**config.mk**
```make
export PLATFORM = sky130hd
export DESIGN_NAME = virs_sequencer
export DESIGN_NICKNAME = d
export VERILOG_FILES = /design/src/logic/virs_pkg.sv /design/src/logic/virs_sequencer.sv
export SDC_FILE = /design/constraint.sdc
export NUM_CORES = 1
export LEC_CHECK = 0
export BUFFER_PORTS_ARGS = -buffer_cell sky130_fd_sc_hd__clkbuf_2
export CORE_UTILIZATION = 45
export CTS_BUF_LIST = sky130_fd_sc_hd__clkbuf_8
export CTS_CLUSTER_SIZE = 10
export DETAILED_ROUTE_END_ITERATION = 8
export PLACE_DENSITY_LB_ADDON = 0.12
export SLEW_MARGIN = 20
export SYNTH_ARGS = -nofsm -noshare
export SYNTH_HDL_FRONTEND = slang
export SYNTH_SLANG_ARGS = --single-unit
```
**constraint.sdc**
```tcl
create_clock -name clock -period 2.45 [get_ports clock]
set_input_delay 0.245 -clock clock [delete_from_list [all_inputs] [get_ports clock]]
set_output_delay 0.245 -clock clock [all_outputs]
set_load 0.1 [all_outputs]
```
**src/logic/virs_pkg.sv**
```systemverilog
package virs_pkg;

   // Program address width; the program space is 32 kbytes.
   localparam int ADDR_W = 15;
   // Number of maskable vector slots between the default slot and the trap slot.
   localparam int MASK_N = 14;
   // Width of a vector slot number (16 slots).
   localparam int SLOT_W = 4;

   // Common entry address that every acknowledge jumps to.
   localparam logic [ADDR_W-1:0] ENTRY_ADDR = 15'h00ff;

   // Acknowledge length in instruction cycles, and the last count value.
   localparam int ACK_CYCLES = 7;
   localparam logic [2:0] ACK_LAST = 3'(ACK_CYCLES - 1);

   // Vector table layout inside a 256-byte block.
   localparam logic [7:0] TABLE_LOW_BASE = 8'he0;
   localparam logic [7:0] BLOCK_LAST_BYTE = 8'hff;
   localparam logic [6:0] BLOCK_STEP = 7'h01;
   localparam logic [7:0] BYTE_STEP = 8'h01;

   // Slot numbers of the two fixed ends of the table.
   localparam logic [SLOT_W-1:0] SLOT_DEFAULT = 4'h0;
   localparam logic [SLOT_W-1:0] SLOT_TRAP = 4'hf;

   // Sequencer states, one-hot.
   typedef enum logic [3:0] {
      VIRS_IDLE = 4'b0001,
      VIRS_ACK = 4'b0010,
      VIRS_VEC_HI = 4'b0100,
      VIRS_VEC_LO = 4'b1000
   } virs_state_t;

endpackage

```
**src/logic/virs_sequencer.sv**
```systemverilog
`timescale 1ns/1ns
`default_nettype none

// How it works
// - A skip due at the boundary is done by the core before a maskable acknowledge; a trap acknowledge does not wait for it.
// - A maskable acknowledge start clears global_irq_enable; a trap acknowledge leaves it unchanged.
// - Acknowledge pushes the address of the instruction due next.
// - Acknowledge ends by loading the program counter with the common entry.
// - The acknowledge sequence lasts exactly seven instruction cycles.
// - A status word write setting global_irq_enable re-enables maskable interrupts.
// - return_from_interrupt sets global_irq_enable and loads the popped address.
// - Pending enabled sources are acknowledged right after return_from_interrupt.
// - Boot ROM execution blocks maskable interrupts (a trap acknowledge still starts) but keeps global_irq_enable unchanged.
// - During in_system_programming only one event per source is kept.
// - vector_interrupt_select jumps through the highest enabled pending source's vector.
// - The 32-byte table sits at the top of the opcode's 256-byte block.
// - An opcode on a block's last byte uses the next block's table.
// - Vectors are 15-bit targets in a 32-kbyte space.
// - The high vector byte is read first, from the lower address.
// - Slots rise by rank from E0/E1 in steps of two bytes.
// - The software trap always uses the top two table bytes.
// - Highest priority is served first, the next after its return.
// - With nothing enabled and pending the default lowest slot is used.
// - Maskable interrupts need boundary, enable, pending, global enable, no trap service.
// - Reset clears all pending flags, enables and global_irq_enable.
// - The table offset replaces the program counter's low byte; the high part steps only for an opcode on a block's last byte.
module virs_sequencer #(
   parameter int MASK_N = virs_pkg::MASK_N
) (
   input wire logic clock,
   input wire logic reset,
   input wire logic insn_boundary,
   input wire logic skip_due,
   input wire logic [virs_pkg::ADDR_W-1:0] next_pc,
   input wire logic boot_rom_exec,
   input wire logic isp_active,
   input wire logic [MASK_N-1:0] src_event,
   input wire logic [MASK_N-1:0] pend_clear,
   input wire logic enable_wr,
   input wire logic [MASK_N-1:0] enable_data,
   input wire logic status_wr,
   input wire logic status_gie_data,
   input wire logic trap_event,
   input wire logic trap_pend_clear,
   input wire logic return_from_interrupt_exec,
   input wire logic [virs_pkg::ADDR_W-1:0] pop_addr,
   input wire logic vsel_exec,
   input wire logic [virs_pkg::ADDR_W-1:0] vsel_pc,
   input wire logic fetch_ack,
   input wire logic [7:0] fetch_data,
   output logic global_irq_enable,
   output logic [MASK_N-1:0] pending,
   output logic [MASK_N-1:0] enable,
   output logic trap_pending,
   output logic seq_busy,
   output logic push_req,
   output logic [virs_pkg::ADDR_W-1:0] push_addr,
   output logic pc_load,
   output logic [virs_pkg::ADDR_W-1:0] pc_value,
   output logic fetch_req,
   output logic [virs_pkg::ADDR_W-1:0] fetch_addr
);
   import virs_pkg::*;

   ////////////////////////////////////////////////////////////////////////////
   // Declarations.

   virs_state_t state_reg;
   logic gie_reg;
   logic [MASK_N-1:0] pend_reg;
   logic [MASK_N-1:0] en_reg;
   logic trap_pend_reg;
   logic [2:0] cnt_reg;
   logic seq_busy_reg;
   logic push_req_reg;
   logic [ADDR_W-1:0] push_addr_reg;
   logic pc_load_reg;
   logic [ADDR_W-1:0] pc_value_reg;
   logic fetch_req_reg;
   logic [ADDR_W-1:0] fetch_addr_reg;
   logic [6:0] vec_hi_reg;
   logic [MASK_N-1:0] active;
   logic irq_take;
   logic ack_start;
   logic [SLOT_W-1:0] win_slot;
   logic [ADDR_W-1:0] table_addr;

   ////////////////////////////////////////////////////////////////////////////
   // Arbitration helpers.

   // Highest ranked slot; the trap outranks every maskable source.
   function automatic logic [SLOT_W-1:0] top_slot(input logic [MASK_N-1:0] act,
                                                 input logic trap);
      logic [SLOT_W-1:0] s;
      s = SLOT_DEFAULT;
      for (int i = 0; i < MASK_N; i++) begin
         if (act[i]) begin
            s = SLOT_W'(i + 1);
         end
      end
      if (trap) begin
         s = SLOT_TRAP;
      end
      return s;
   endfunction

   // Address of a slot's high byte, in the table block chosen by the opcode address.
   function automatic logic [ADDR_W-1:0] slot_addr(input logic [ADDR_W-1:0] pc,
                                                  input logic [SLOT_W-1:0] slot);
      logic [6:0] blk;
      blk = pc[ADDR_W-1:8];
      if (pc[7:0] == BLOCK_LAST_BYTE) begin
         blk = blk + BLOCK_STEP;
      end
      return {blk, TABLE_LOW_BASE + {3'h0, slot, 1'b0}};
   endfunction

   ////////////////////////////////////////////////////////////////////////////
   // Take decision; a maskable take is evaluated at an instruction boundary only.

   assign active = pend_reg & en_reg;
   // A skip is left to the core; the boundary after it sees the request again.
   assign irq_take = insn_boundary && !skip_due && !boot_rom_exec &&
                     gie_reg && (|active) && !trap_pend_reg;
   // A trap instruction starts the same sequence without regard to the global enable.
   assign ack_start = (state_reg == VIRS_IDLE) && (irq_take || trap_event);
   assign win_slot = top_slot(active, trap_pend_reg);
   assign table_addr = slot_addr(vsel_pc, win_slot);

   ////////////////////////////////////////////////////////////////////////////
   // Pending flags; a set in the same cycle as a clear wins so no event is lost.
   // Being one bit per source, repeats while pending collapse into one occurrence.

   always_ff @(posedge clock or posedge reset) begin
      if (reset) begin
         pend_reg <= '0;
      end else begin
         pend_reg <= (pend_reg & ~pend_clear) | src_event;
      end
   end

   // Individual enables, written whole by the core.
   always_ff @(posedge clock or posedge reset) begin
      if (reset) begin
         en_reg <= '0;
      end else if (enable_wr) begin
         en_reg <= enable_data;
      end
   end

   // Trap pending flag; only the reset-pending instruction or reset clears it.
   always_ff @(posedge clock or posedge reset) begin
      if (reset) begin
         trap_pend_reg <= 1'b0;
      end else if (trap_event) begin
         trap_pend_reg <= 1'b1;
      end else if (trap_pend_clear) begin
         trap_pend_reg <= 1'b0;
      end
   end

   // Global enable; the acknowledge clear outranks a same-cycle status write,
   // since a routine being entered must not be preempted.
   always_ff @(posedge clock or posedge reset) begin
      if (reset) begin
         gie_reg <= 1'b0;
      end else if (irq_take && state_reg == VIRS_IDLE) begin
         gie_reg <= 1'b0;
      end else if (return_from_interrupt_exec) begin
         gie_reg <= 1'b1;
      end else if (status_wr) begin
         gie_reg <= status_gie_data;
      end
   end

   ////////////////////////////////////////////////////////////////////////////
   // Sequencer: acknowledge, and the two-byte vector fetch.

   always_ff @(posedge clock or posedge reset) begin
      if (reset) begin
         state_reg <= VIRS_IDLE;
         cnt_reg <= '0;
         seq_busy_reg <= 1'b0;
      end else begin
         unique case (state_reg)
            VIRS_IDLE: begin
               cnt_reg <= '0;
               seq_busy_reg <= ack_start || vsel_exec;
               if (ack_start) begin
                  state_reg <= VIRS_ACK;
               end else if (vsel_exec) begin
                  state_reg <= VIRS_VEC_HI;
               end
            end
            VIRS_ACK: begin
               if (cnt_reg == ACK_LAST) begin
                  state_reg <= VIRS_IDLE;
                  seq_busy_reg <= 1'b0;
               end else begin
                  cnt_reg <= cnt_reg + 3'h1;
               end
            end
            VIRS_VEC_HI: begin
               if (fetch_ack) begin
                  state_reg <= VIRS_VEC_LO;
               end
            end
            VIRS_VEC_LO: begin
               if (fetch_ack) begin
                  state_reg <= VIRS_IDLE;
                  seq_busy_reg <= 1'b0;
               end
            end
         endcase
      end
   end

   // Return address push, one pulse at the first acknowledge cycle.
   always_ff @(posedge clock or posedge reset) begin
      if (reset) begin
         push_req_reg <= 1'b0;
         push_addr_reg <= '0;
      end else begin
         push_req_reg <= ack_start;
         if (ack_start) begin
            push_addr_reg <= next_pc;
         end
      end
   end

   // Program counter loads: entry at acknowledge end, popped address on return,
   // and the fetched vector after the low byte arrives.
   always_ff @(posedge clock or posedge reset) begin
      if (reset) begin
         pc_load_reg <= 1'b0;
         pc_value_reg <= '0;
      end else begin
         pc_load_reg <= 1'b0;
         if (state_reg == VIRS_ACK && cnt_reg == ACK_LAST) begin
            pc_load_reg <= 1'b1;
            pc_value_reg <= ENTRY_ADDR;
         end else if (state_reg == VIRS_VEC_LO && fetch_ack) begin
            pc_load_reg <= 1'b1;
            pc_value_reg <= {vec_hi_reg, fetch_data};
         end else if (state_reg == VIRS_IDLE && return_from_interrupt_exec && !ack_start) begin
            pc_load_reg <= 1'b1;
            pc_value_reg <= pop_addr;
         end
      end
   end

   // Vector byte fetch; the offset is frozen at the first cycle of the select.
   always_ff @(posedge clock or posedge reset) begin
      if (reset) begin
         fetch_req_reg <= 1'b0;
         fetch_addr_reg <= '0;
      end else if (state_reg == VIRS_IDLE && !ack_start && vsel_exec) begin
         fetch_req_reg <= 1'b1;
         fetch_addr_reg <= table_addr;
      end else if (state_reg == VIRS_VEC_HI && fetch_ack) begin
         fetch_addr_reg <= fetch_addr_reg + {7'h00, BYTE_STEP};
      end else if (state_reg == VIRS_VEC_LO && fetch_ack) begin
         fetch_req_reg <= 1'b0;
      end
   end

   // High vector byte; its top bit is dropped since targets are 15 bits.
   always_ff @(posedge clock or posedge reset) begin
      if (reset) begin
         vec_hi_reg <= '0;
      end else if (state_reg == VIRS_VEC_HI && fetch_ack) begin
         vec_hi_reg <= fetch_data[6:0];
      end
   end

   ////////////////////////////////////////////////////////////////////////////
   // Outputs, all straight from flip-flops.

   assign global_irq_enable = gie_reg;
   assign pending = pend_reg;
   assign enable = en_reg;
   assign trap_pending = trap_pend_reg;
   assign seq_busy = seq_busy_reg;
   assign push_req = push_req_reg;
   assign push_addr = push_addr_reg;
   assign pc_load = pc_load_reg;
   assign pc_value = pc_value_reg;
   assign fetch_req = fetch_req_reg;
   assign fetch_addr = fetch_addr_reg;

   ////////////////////////////////////////////////////////////////////////////
   // Checks.

   property p_skip_first;
      @(posedge clock) disable iff (reset)
      (insn_boundary && skip_due && !trap_event && state_reg == VIRS_IDLE) |=> !push_req;
   endproperty
   a_skip_first: assert property (p_skip_first) else $error("ack during skip");

   property p_gie_clear;
      @(posedge clock) disable iff (reset)
      (irq_take && state_reg == VIRS_IDLE) |=> !global_irq_enable;
   endproperty
   a_gie_clear: assert property (p_gie_clear) else $error("gie kept on ack");

   property p_push_addr;
      @(posedge clock) disable iff (reset)
      ack_start |=> (push_req && push_addr == $past(next_pc));
   endproperty
   a_push_addr: assert property (p_push_addr) else $error("bad push");

   property p_ack_len;
      @(posedge clock) disable iff (reset)
      ack_start |=> (!pc_load) [*7] ##1 (pc_load && pc_value == ENTRY_ADDR);
   endproperty
   a_ack_len: assert property (p_ack_len) else $error("ack not seven cycles");

   property p_status_set;
      @(posedge clock) disable iff (reset)
      (status_wr && status_gie_data && !return_from_interrupt_exec && !ack_start) |=> global_irq_enable;
   endproperty
   a_status_set: assert property (p_status_set) else $error("gie not set");

   property p_return_from_interrupt;
      @(posedge clock) disable iff (reset)
      (return_from_interrupt_exec && state_reg == VIRS_IDLE && !ack_start) |=>
         (global_irq_enable && pc_load && pc_value == $past(pop_addr));
   endproperty
   a_return_from_interrupt: assert property (p_return_from_interrupt) else $error("bad return");

   property p_boot_block;
      @(posedge clock) disable iff (reset)
      (boot_rom_exec && !trap_event && !status_wr && !return_from_interrupt_exec) |=>
         (!push_req && $stable(global_irq_enable));
   endproperty
   a_boot_block: assert property (p_boot_block) else $error("boot rom not blocking");

   property p_vec_addr;
      @(posedge clock) disable iff (reset)
      (vsel_exec && state_reg == VIRS_IDLE && !ack_start && vsel_pc[7:0] != BLOCK_LAST_BYTE) |=>
         (fetch_req && fetch_addr[ADDR_W-1:8] == $past(vsel_pc[ADDR_W-1:8]) &&
          fetch_addr[7:0] >= TABLE_LOW_BASE && !fetch_addr[0]);
   endproperty
   a_vec_addr: assert property (p_vec_addr) else $error("bad table address");

   property p_vec_jump;
      @(posedge clock) disable iff (reset)
      (state_reg == VIRS_VEC_LO && fetch_ack) |=>
         (pc_load && pc_value == {vec_hi_reg, $past(fetch_data)} && !fetch_req);
   endproperty
   a_vec_jump: assert property (p_vec_jump) else $error("bad vector jump");

   property p_trap_slot;
      @(posedge clock) disable iff (reset)
      (vsel_exec && state_reg == VIRS_IDLE && !ack_start && trap_pend_reg) |=>
         (fetch_addr[7:0] == (TABLE_LOW_BASE + {3'h0, SLOT_TRAP, 1'b0}));
   endproperty
   a_trap_slot: assert property (p_trap_slot) else $error("trap slot wrong");

   property p_isp_once;
      @(posedge clock) disable iff (reset)
      (isp_active && |src_event) |=> ((pending & $past(src_event)) == $past(src_event));
   endproperty
   a_isp_once: assert property (p_isp_once) else $error("isp event not held");

endmodule

`default_nettype wire

```
==> results.cfg, run 1 <==
[timing]
clock_skew_ns = 0.0141
fmax_mhz = 447
layout_min_cycle_time_ns = 2.24
hold_viol = 0
tightestPinTransition_ns = 0.608
grt_setup_unrepaired = false
drv_slew = 0
fin_crit_sh = 0.913
worst_slack_ns = 0.214
setup_violations = 0
tns_ns = 0
relSlewSlack = 0.594

[power_and_ir_drop]
switching_power_mw = 4.59
clock_power_share = 0.133
sw_frac_of_total = 0.578
power_frac_comb = 0.562
leakage_nw = 3.00
peakVddDrop_mv = 0.692
seqPwrFrac = 0.305
power.density_nw_per_um2 = 1360
p_int_mw = 3.35

[route]
drc_errors = 0
dr.pass1.iters = 4
wl_per_cell_microns = 14.5
via_count = 3858
drt_iter0_markers = 94
routed_via_density = 5.16
drt-total-wl_mm = 10.8
ant_nets = 0

[floorplanning]
initial_core_util = 0.473
die_h_microns = 101
dieWidth_microns = 101
core-area_sq_um = 9420
die_area_sq_um = 10300
io_pins = 188
row_count = 35

[synth]
synth_area_sq_um = 4450
synth_ff_type = dfrtp_1
synth_edf_count = 0
ys_warn_count = 0
synth_cell_types = 55
synthCells = 415
seq_area_frac_synth = 0.523
async_flop_share = 1.00
avgSynthCellArea_sq_um = 10.7
syn_nets = 528
synth-seq-cells = 93

[worst_setup_path]
reg2reg_depth = 8
required_ns = 2.71
critPathLaunchType = register
cp.arrival_ns = 2.50
reg2reg_slack_ns = 0.21
path_max_fanout = 24
crit_chain = a22oi_2 > nand2_1 > o41ai_4 > buf_4 > nand4b_2 > buf_4 > mux2i_1 > a211oi_1
cpMaxStageDelayCell = dfrtp_2
reg2reg_from = pending[5]$_DFF_PP0_
path_buf_inv = 2
max_stage_delay_ns = 0.44
path_class = reg2reg
r2r_end = pc_value[10]$_DFFE_PP0P_
crit_path_frequent_cell = buf_4
cp-end-kind = register
crit_family = compound AO/OA/AOI/OAI gates

[clocking]
clockRootBuffer = clkbuf_8
cts_setup_buffers = 0
clk_pin_slew_ns = 0.10
cts_tree = built
ctsResizeCount = 0
h-tree-depth = 3
clockBufferDepth = 2
numCtsBuffers = 9
cts_hold_buf = 1
clock_latency_ns = 0.36
cts.sinks = 93

[cells_and_area]
multi_input_area_sq_um = 1970
antenna_cells = 0
regArea_sq_um = 2360
layout_commonest_cell = clkbuf_2
final_cell_mix = clkbuf_2 (186), dfrtp_1 (65), nand2_1 (48), nor2_1 (44), dfrtp_2 (27)
drive_gt1_frac = 0.463
fillers = 850
fin_nets = 726
area_growth_pct = 31.1

[placement]
dp_hpwl_mm = 8.21
finalWeightedCongestion = 0.782
place_worst_setup_slack_ns = 0.0582
port_buffers = 186

[global_routing]
grt.total_usage = 0.222
antenna_found_initial = 0
grt_first_pass_wirelength_mm = 17.7
grt-ovfl-total = 0
first_global_vias = 3773
grt_max_degree = 43

[hold_path]
min_to = pending[0]$_DFF_PP0_
hp-start = src_event[0]
holdPathStages = 2
worstHoldPathType = in2reg

[job]
drv_cap = 0

[status]
status = finished, final reports clean
## Yosys cell counts (all sizes together) (7+ instances only)
| cell | n | area share |
|---|---|---|
| dfrtp | 92 | 0.52 |
| a211oi | 18 | 0.030 |
| nor2 | 45 | 0.039 |
| xor2 | 11 | 0.022 |
| inv | 20 | 0.017 |
| nand3 | 11 | 0.012 |
| nor3 | 12 | 0.015 |
| mux2 | 31 | 0.085 |
| nand2 | 48 | 0.040 |
| o21ai | 10 | 0.011 |
| a21oi | 9 | 0.010 |
| nand4 | 10 | 0.014 |
| buf | 7 | 0.012 |
| mux2i | 10 | 0.022 |
| clkbuf | 8 | 0.0067 |
| a21o | 15 | 0.025 |
## layer usage
layer,part of all wire,vias to the layer above,global-route usage
li1,-,1857,-
met1,0.45,1858,0.285
met2,0.47,126,0.371
met3,0.060,17,0.0497
met4,0.017,0,0.0780
met5,0,-,0
## per-stage QoR
step	cell area [sq um]	hold slack (ns)	utilization	instances	total power, mW
floorplan	4490	0.299	-	415	6.14
global placement	5620	0.290	0.597	730	6.86
detailed placement	5620	0.290	0.597	730	6.92
CTS	5830	0.0441	0.619	747	8.00
global route	5830	0.0467	0.620	747	8.32
finish	5830	0.0567	0.620	747	7.94
## worst max path at each step
stage / start / slack [ns] / to / cells after the start
2_1_floorplan: pending[0]$_DFF_PP0_ / 0.02 / push_addr[0]$_DFFE_PP0P_ / 7
3_3_place_gp: pending[1]$_DFF_PP0_ / 0.11 / push_addr[11]$_DFFE_PP0P_ / 6
3_5_place_dp: trap_pending$_DFFE_PP0P_ / 0.06 / push_addr[8]$_DFFE_PP0P_ / 6
4_1_cts: pending[1]$_DFF_PP0_ / 0.05 / push_addr[8]$_DFFE_PP0P_ / 6
5_1_grt: pending[5]$_DFF_PP0_ / 0.01 / fetch_addr[3]$_DFFE_PP0P_ / 8
6_report: pending[5]$_DFF_PP0_ / 0.21 / pc_value[10]$_DFFE_PP0P_ / 8
## kinds of logic (layout without fill, tap and decap cells)
logic type | after synthesis | in the layout | share of synthesized area
xor+xnor | 17 | 17 | 0.0335
mux | 41 | 41 | 0.108
compound gates | 76 | 76 | 0.127
flops | 93 | 93 | 0.523
buf+inv | 35 | 238 | 0.0357
fa+ha+maj | 4 | 4 | 0.0112
simple gates | 149 | 149 | 0.161
## power by group through the flow
stage | Sequential (mW) | Combinational [mW] | Clock [mW]
3_5_place_dp | 2.45 | 4.47 | 0
6_report | 2.42 | 4.46 | 1.06
2_1_floorplan | 5.24 | 0.900 | 0
4_1_cts | 2.43 | 4.49 | 1.09
3_3_place_gp | 2.43 | 4.44 | 0
5_1_grt | 2.50 | 4.68 | 1.15
## worst register-to-register path, delay by kind of cell, from the launching register on
family	cells	cell delay [ns]
buffers and inverters	2	0.42
DFF	1	0.44
muxes	1	0.16
AOI/OAI and AO/OA	3	0.90
and+or+nand+nor	2	0.23
## cell type report
cell class                      count  share of cell area
Clock inverter                      7              0.0127
Sequential cell                    93               0.405
Inverter                           20              0.0135
Clock buffer                        9              0.0212
Multi-Input combinational cell    287               0.337
Tap cell                          129              0.0277
Timing Repair Buffer              202               0.183
Note: power is estimated with default switching activity, not from simulation.
==> inputs of run 2 (changes only) <==
--- a/config.mk
+++ b/config.mk
@@ -8,3 +8,3 @@
 export BUFFER_PORTS_ARGS = -buffer_cell sky130_fd_sc_hd__clkbuf_2
-export CORE_UTILIZATION = 45
+export CORE_UTILIZATION = 53
 export CTS_BUF_LIST = sky130_fd_sc_hd__clkbuf_8
==> constraint.sdc (replaced) <==
create_clock -name clock -period 2.7 [get_ports clock]
set_input_delay 0.54 -clock clock [delete_from_list [all_inputs] [get_ports clock]]
set_output_delay 0.54 -clock clock [all_outputs]
set_load 0.1 [all_outputs]
==> results.cfg, run 2 (synthesis results as in run 1) <==
[global_routing]
first_global_vias = 3544
grt_max_degree = 94
grt-ovfl-total = 0
grt_first_pass_wirelength_mm = 16.8
grt.total_usage = 0.249
antenna_found_initial = 0

[hold_path]
worstHoldPathType = in2async

[timing]
clock_skew_ns = 0.0131
relSlewSlack = 0.562
hold_viol = 0
tightestPinTransition_ns = 0.657
fmax_mhz = 442
hold_slack_ns = 0.286
setup_violations = 0
tns_ns = 0
grt_setup_unrepaired = false
fin_crit_sh = 0.839
drv_slew = 0
layout_min_cycle_time_ns = 2.26

[clocking]
cts_hold_buf = 0
ctsResizeCount = 0
cts.sinks = 93
numCtsBuffers = 9
cts_tree = built
clockBufferDepth = 2
clk_pin_slew_ns = 0.09
cts_setup_buffers = 0
clockRootBuffer = clkbuf_8
clock_latency_ns = 0.36
h-tree-depth = 3

[floorplanning]
row_count = 33
io_pins = 188
dieWidth_microns = 93.6
core-area_sq_um = 8180
die_h_microns = 93.6
initial_core_util = 0.544
die_area_sq_um = 8770

[power_and_ir_drop]
leakage_nw = 2.99
power.density_nw_per_um2 = 1260
sw_frac_of_total = 0.571
power_frac_comb = 0.554
seqPwrFrac = 0.306
clock_power_share = 0.140
peakVddDrop_mv = 0.921
switching_power_mw = 4.13
p_int_mw = 3.11

[route]
drt_iter0_markers = 156
wl_per_cell_microns = 14.8
drt-total-wl_mm = 10.6
dr.pass1.iters = 7
routed_via_density = 5.34
ant_nets = 0
via_count = 3820
drc_errors = 0

[worst_setup_path]
cp-end-kind = register
setup.worst_path.end = push_addr[2]$_DFFE_PP0P_
path_class = reg2reg
reg2reg_depth = 7
required_ns = 2.94
path_max_fanout = 10
critPathLaunchType = register
reg2reg_slack_ns = 0.44
cp-startpoint = pending[5]$_DFF_PP0_
cp.arrival_ns = 2.50
r2r_end = push_addr[2]$_DFFE_PP0P_
reg2reg_from = pending[5]$_DFF_PP0_

[cells_and_area]
final_cell_mix = clkbuf_2 (186), dfrtp_1 (92), nand2_1 (48), nor2_1 (44), mux2_2 (23)
drive_gt1_frac = 0.414
layout.cells.non_filler = 716
area_growth_pct = 28.8
fin_nets = 719
fin_area_sq_um = 5730
finish.utilization = 0.701
layout_commonest_cell = clkbuf_2
antenna_cells = 0

[placement]
finalWeightedCongestion = 0.831
port_buffers = 186
dp_hpwl_mm = 7.90
placed_cell_area_sq_um = 5510
placed_cells = 700

[status]
status = finished, final reports clean

[job]
drv_cap = 0
==> run 2: cell types whose count changed in the layout (fill, tap and decap cells not counted), moves of 2 or more <==
| cell | change |
|---|---|
| dfrtp_2 | -27 |
| dfrtp_1 | +27 |
| clkinvlp_4 | +2 |
| inv_6 | -2 |
| buf_4 | -6 |
==> run 2: power by group through the flow <==
stage | Sequential (mW) | Clock, mW | Combinational [mW]
6_report | 2.21 | 1.01 | 4.01
5_1_grt | 2.28 | 1.08 | 4.17
4_1_cts | 2.22 | 1.02 | 4.03
3_5_place_dp | 2.24 | 0 | 4.02
3_3_place_gp | 2.21 | 0 | 3.98
2_1_floorplan | 4.75 | 0 | 0.817
==> run 2: how the worst min path moves through the flow <==
stage,start,to,cells past startpoint
floorplan,vec_hi_reg[0]$_DFFE_PP0P_,vec_hi_reg[0]$_DFFE_PP0P_,2
global placement,vec_hi_reg[4]$_DFFE_PP0P_,vec_hi_reg[4]$_DFFE_PP0P_,2
detailed placement,vec_hi_reg[1]$_DFFE_PP0P_,vec_hi_reg[1]$_DFFE_PP0P_,2
CTS,reset,pending[13]$_DFF_PP0_,3
global route,reset,state_reg[1]$_DFFE_PP0P_,3
finish,reset,fetch_addr[8]$_DFFE_PP0P_,3
==> run 2: layer usage <==
metal | share of wire | wire, microns | GRT usage
met5 | 0 | 0 | 0
met4 | 0.013 | 136 | 0.0808
met3 | 0.058 | 614 | 0.0504
met2 | 0.48 | 5140 | 0.411
met1 | 0.44 | 4710 | 0.328
==> run 2: worst max-delay path, cell delays in order, from the launching register on <==
cell and delay (ns):
dfrtp_1 0.44, a22oi_2 0.26, nand2_1 0.13, o41ai_4 0.46, and2b_2 0.27, nor2_2 0.06, buf_4 0.21, mux2_4 0.30
==> run 2: cell type report <==
type                            instances  area (sq um)
Sequential cell                        93          2330
Multi-Input combinational cell        287          1970
Inverter                               20          78.8
Fill cell                             662          2440
Timing Repair Buffer                  195          1010
Clock inverter                          7          91.3
Tap cell                              105           131
Clock buffer                            9           124
==> run 2: stage by stage <==
step,worst slack (ns),power [mW]
after floorplan,0.0915,5.56
after global placement,0.509,6.19
after detailed placement,0.416,6.26
after CTS,0.391,7.27
after global routing,0.320,7.53
final,0.436,7.23
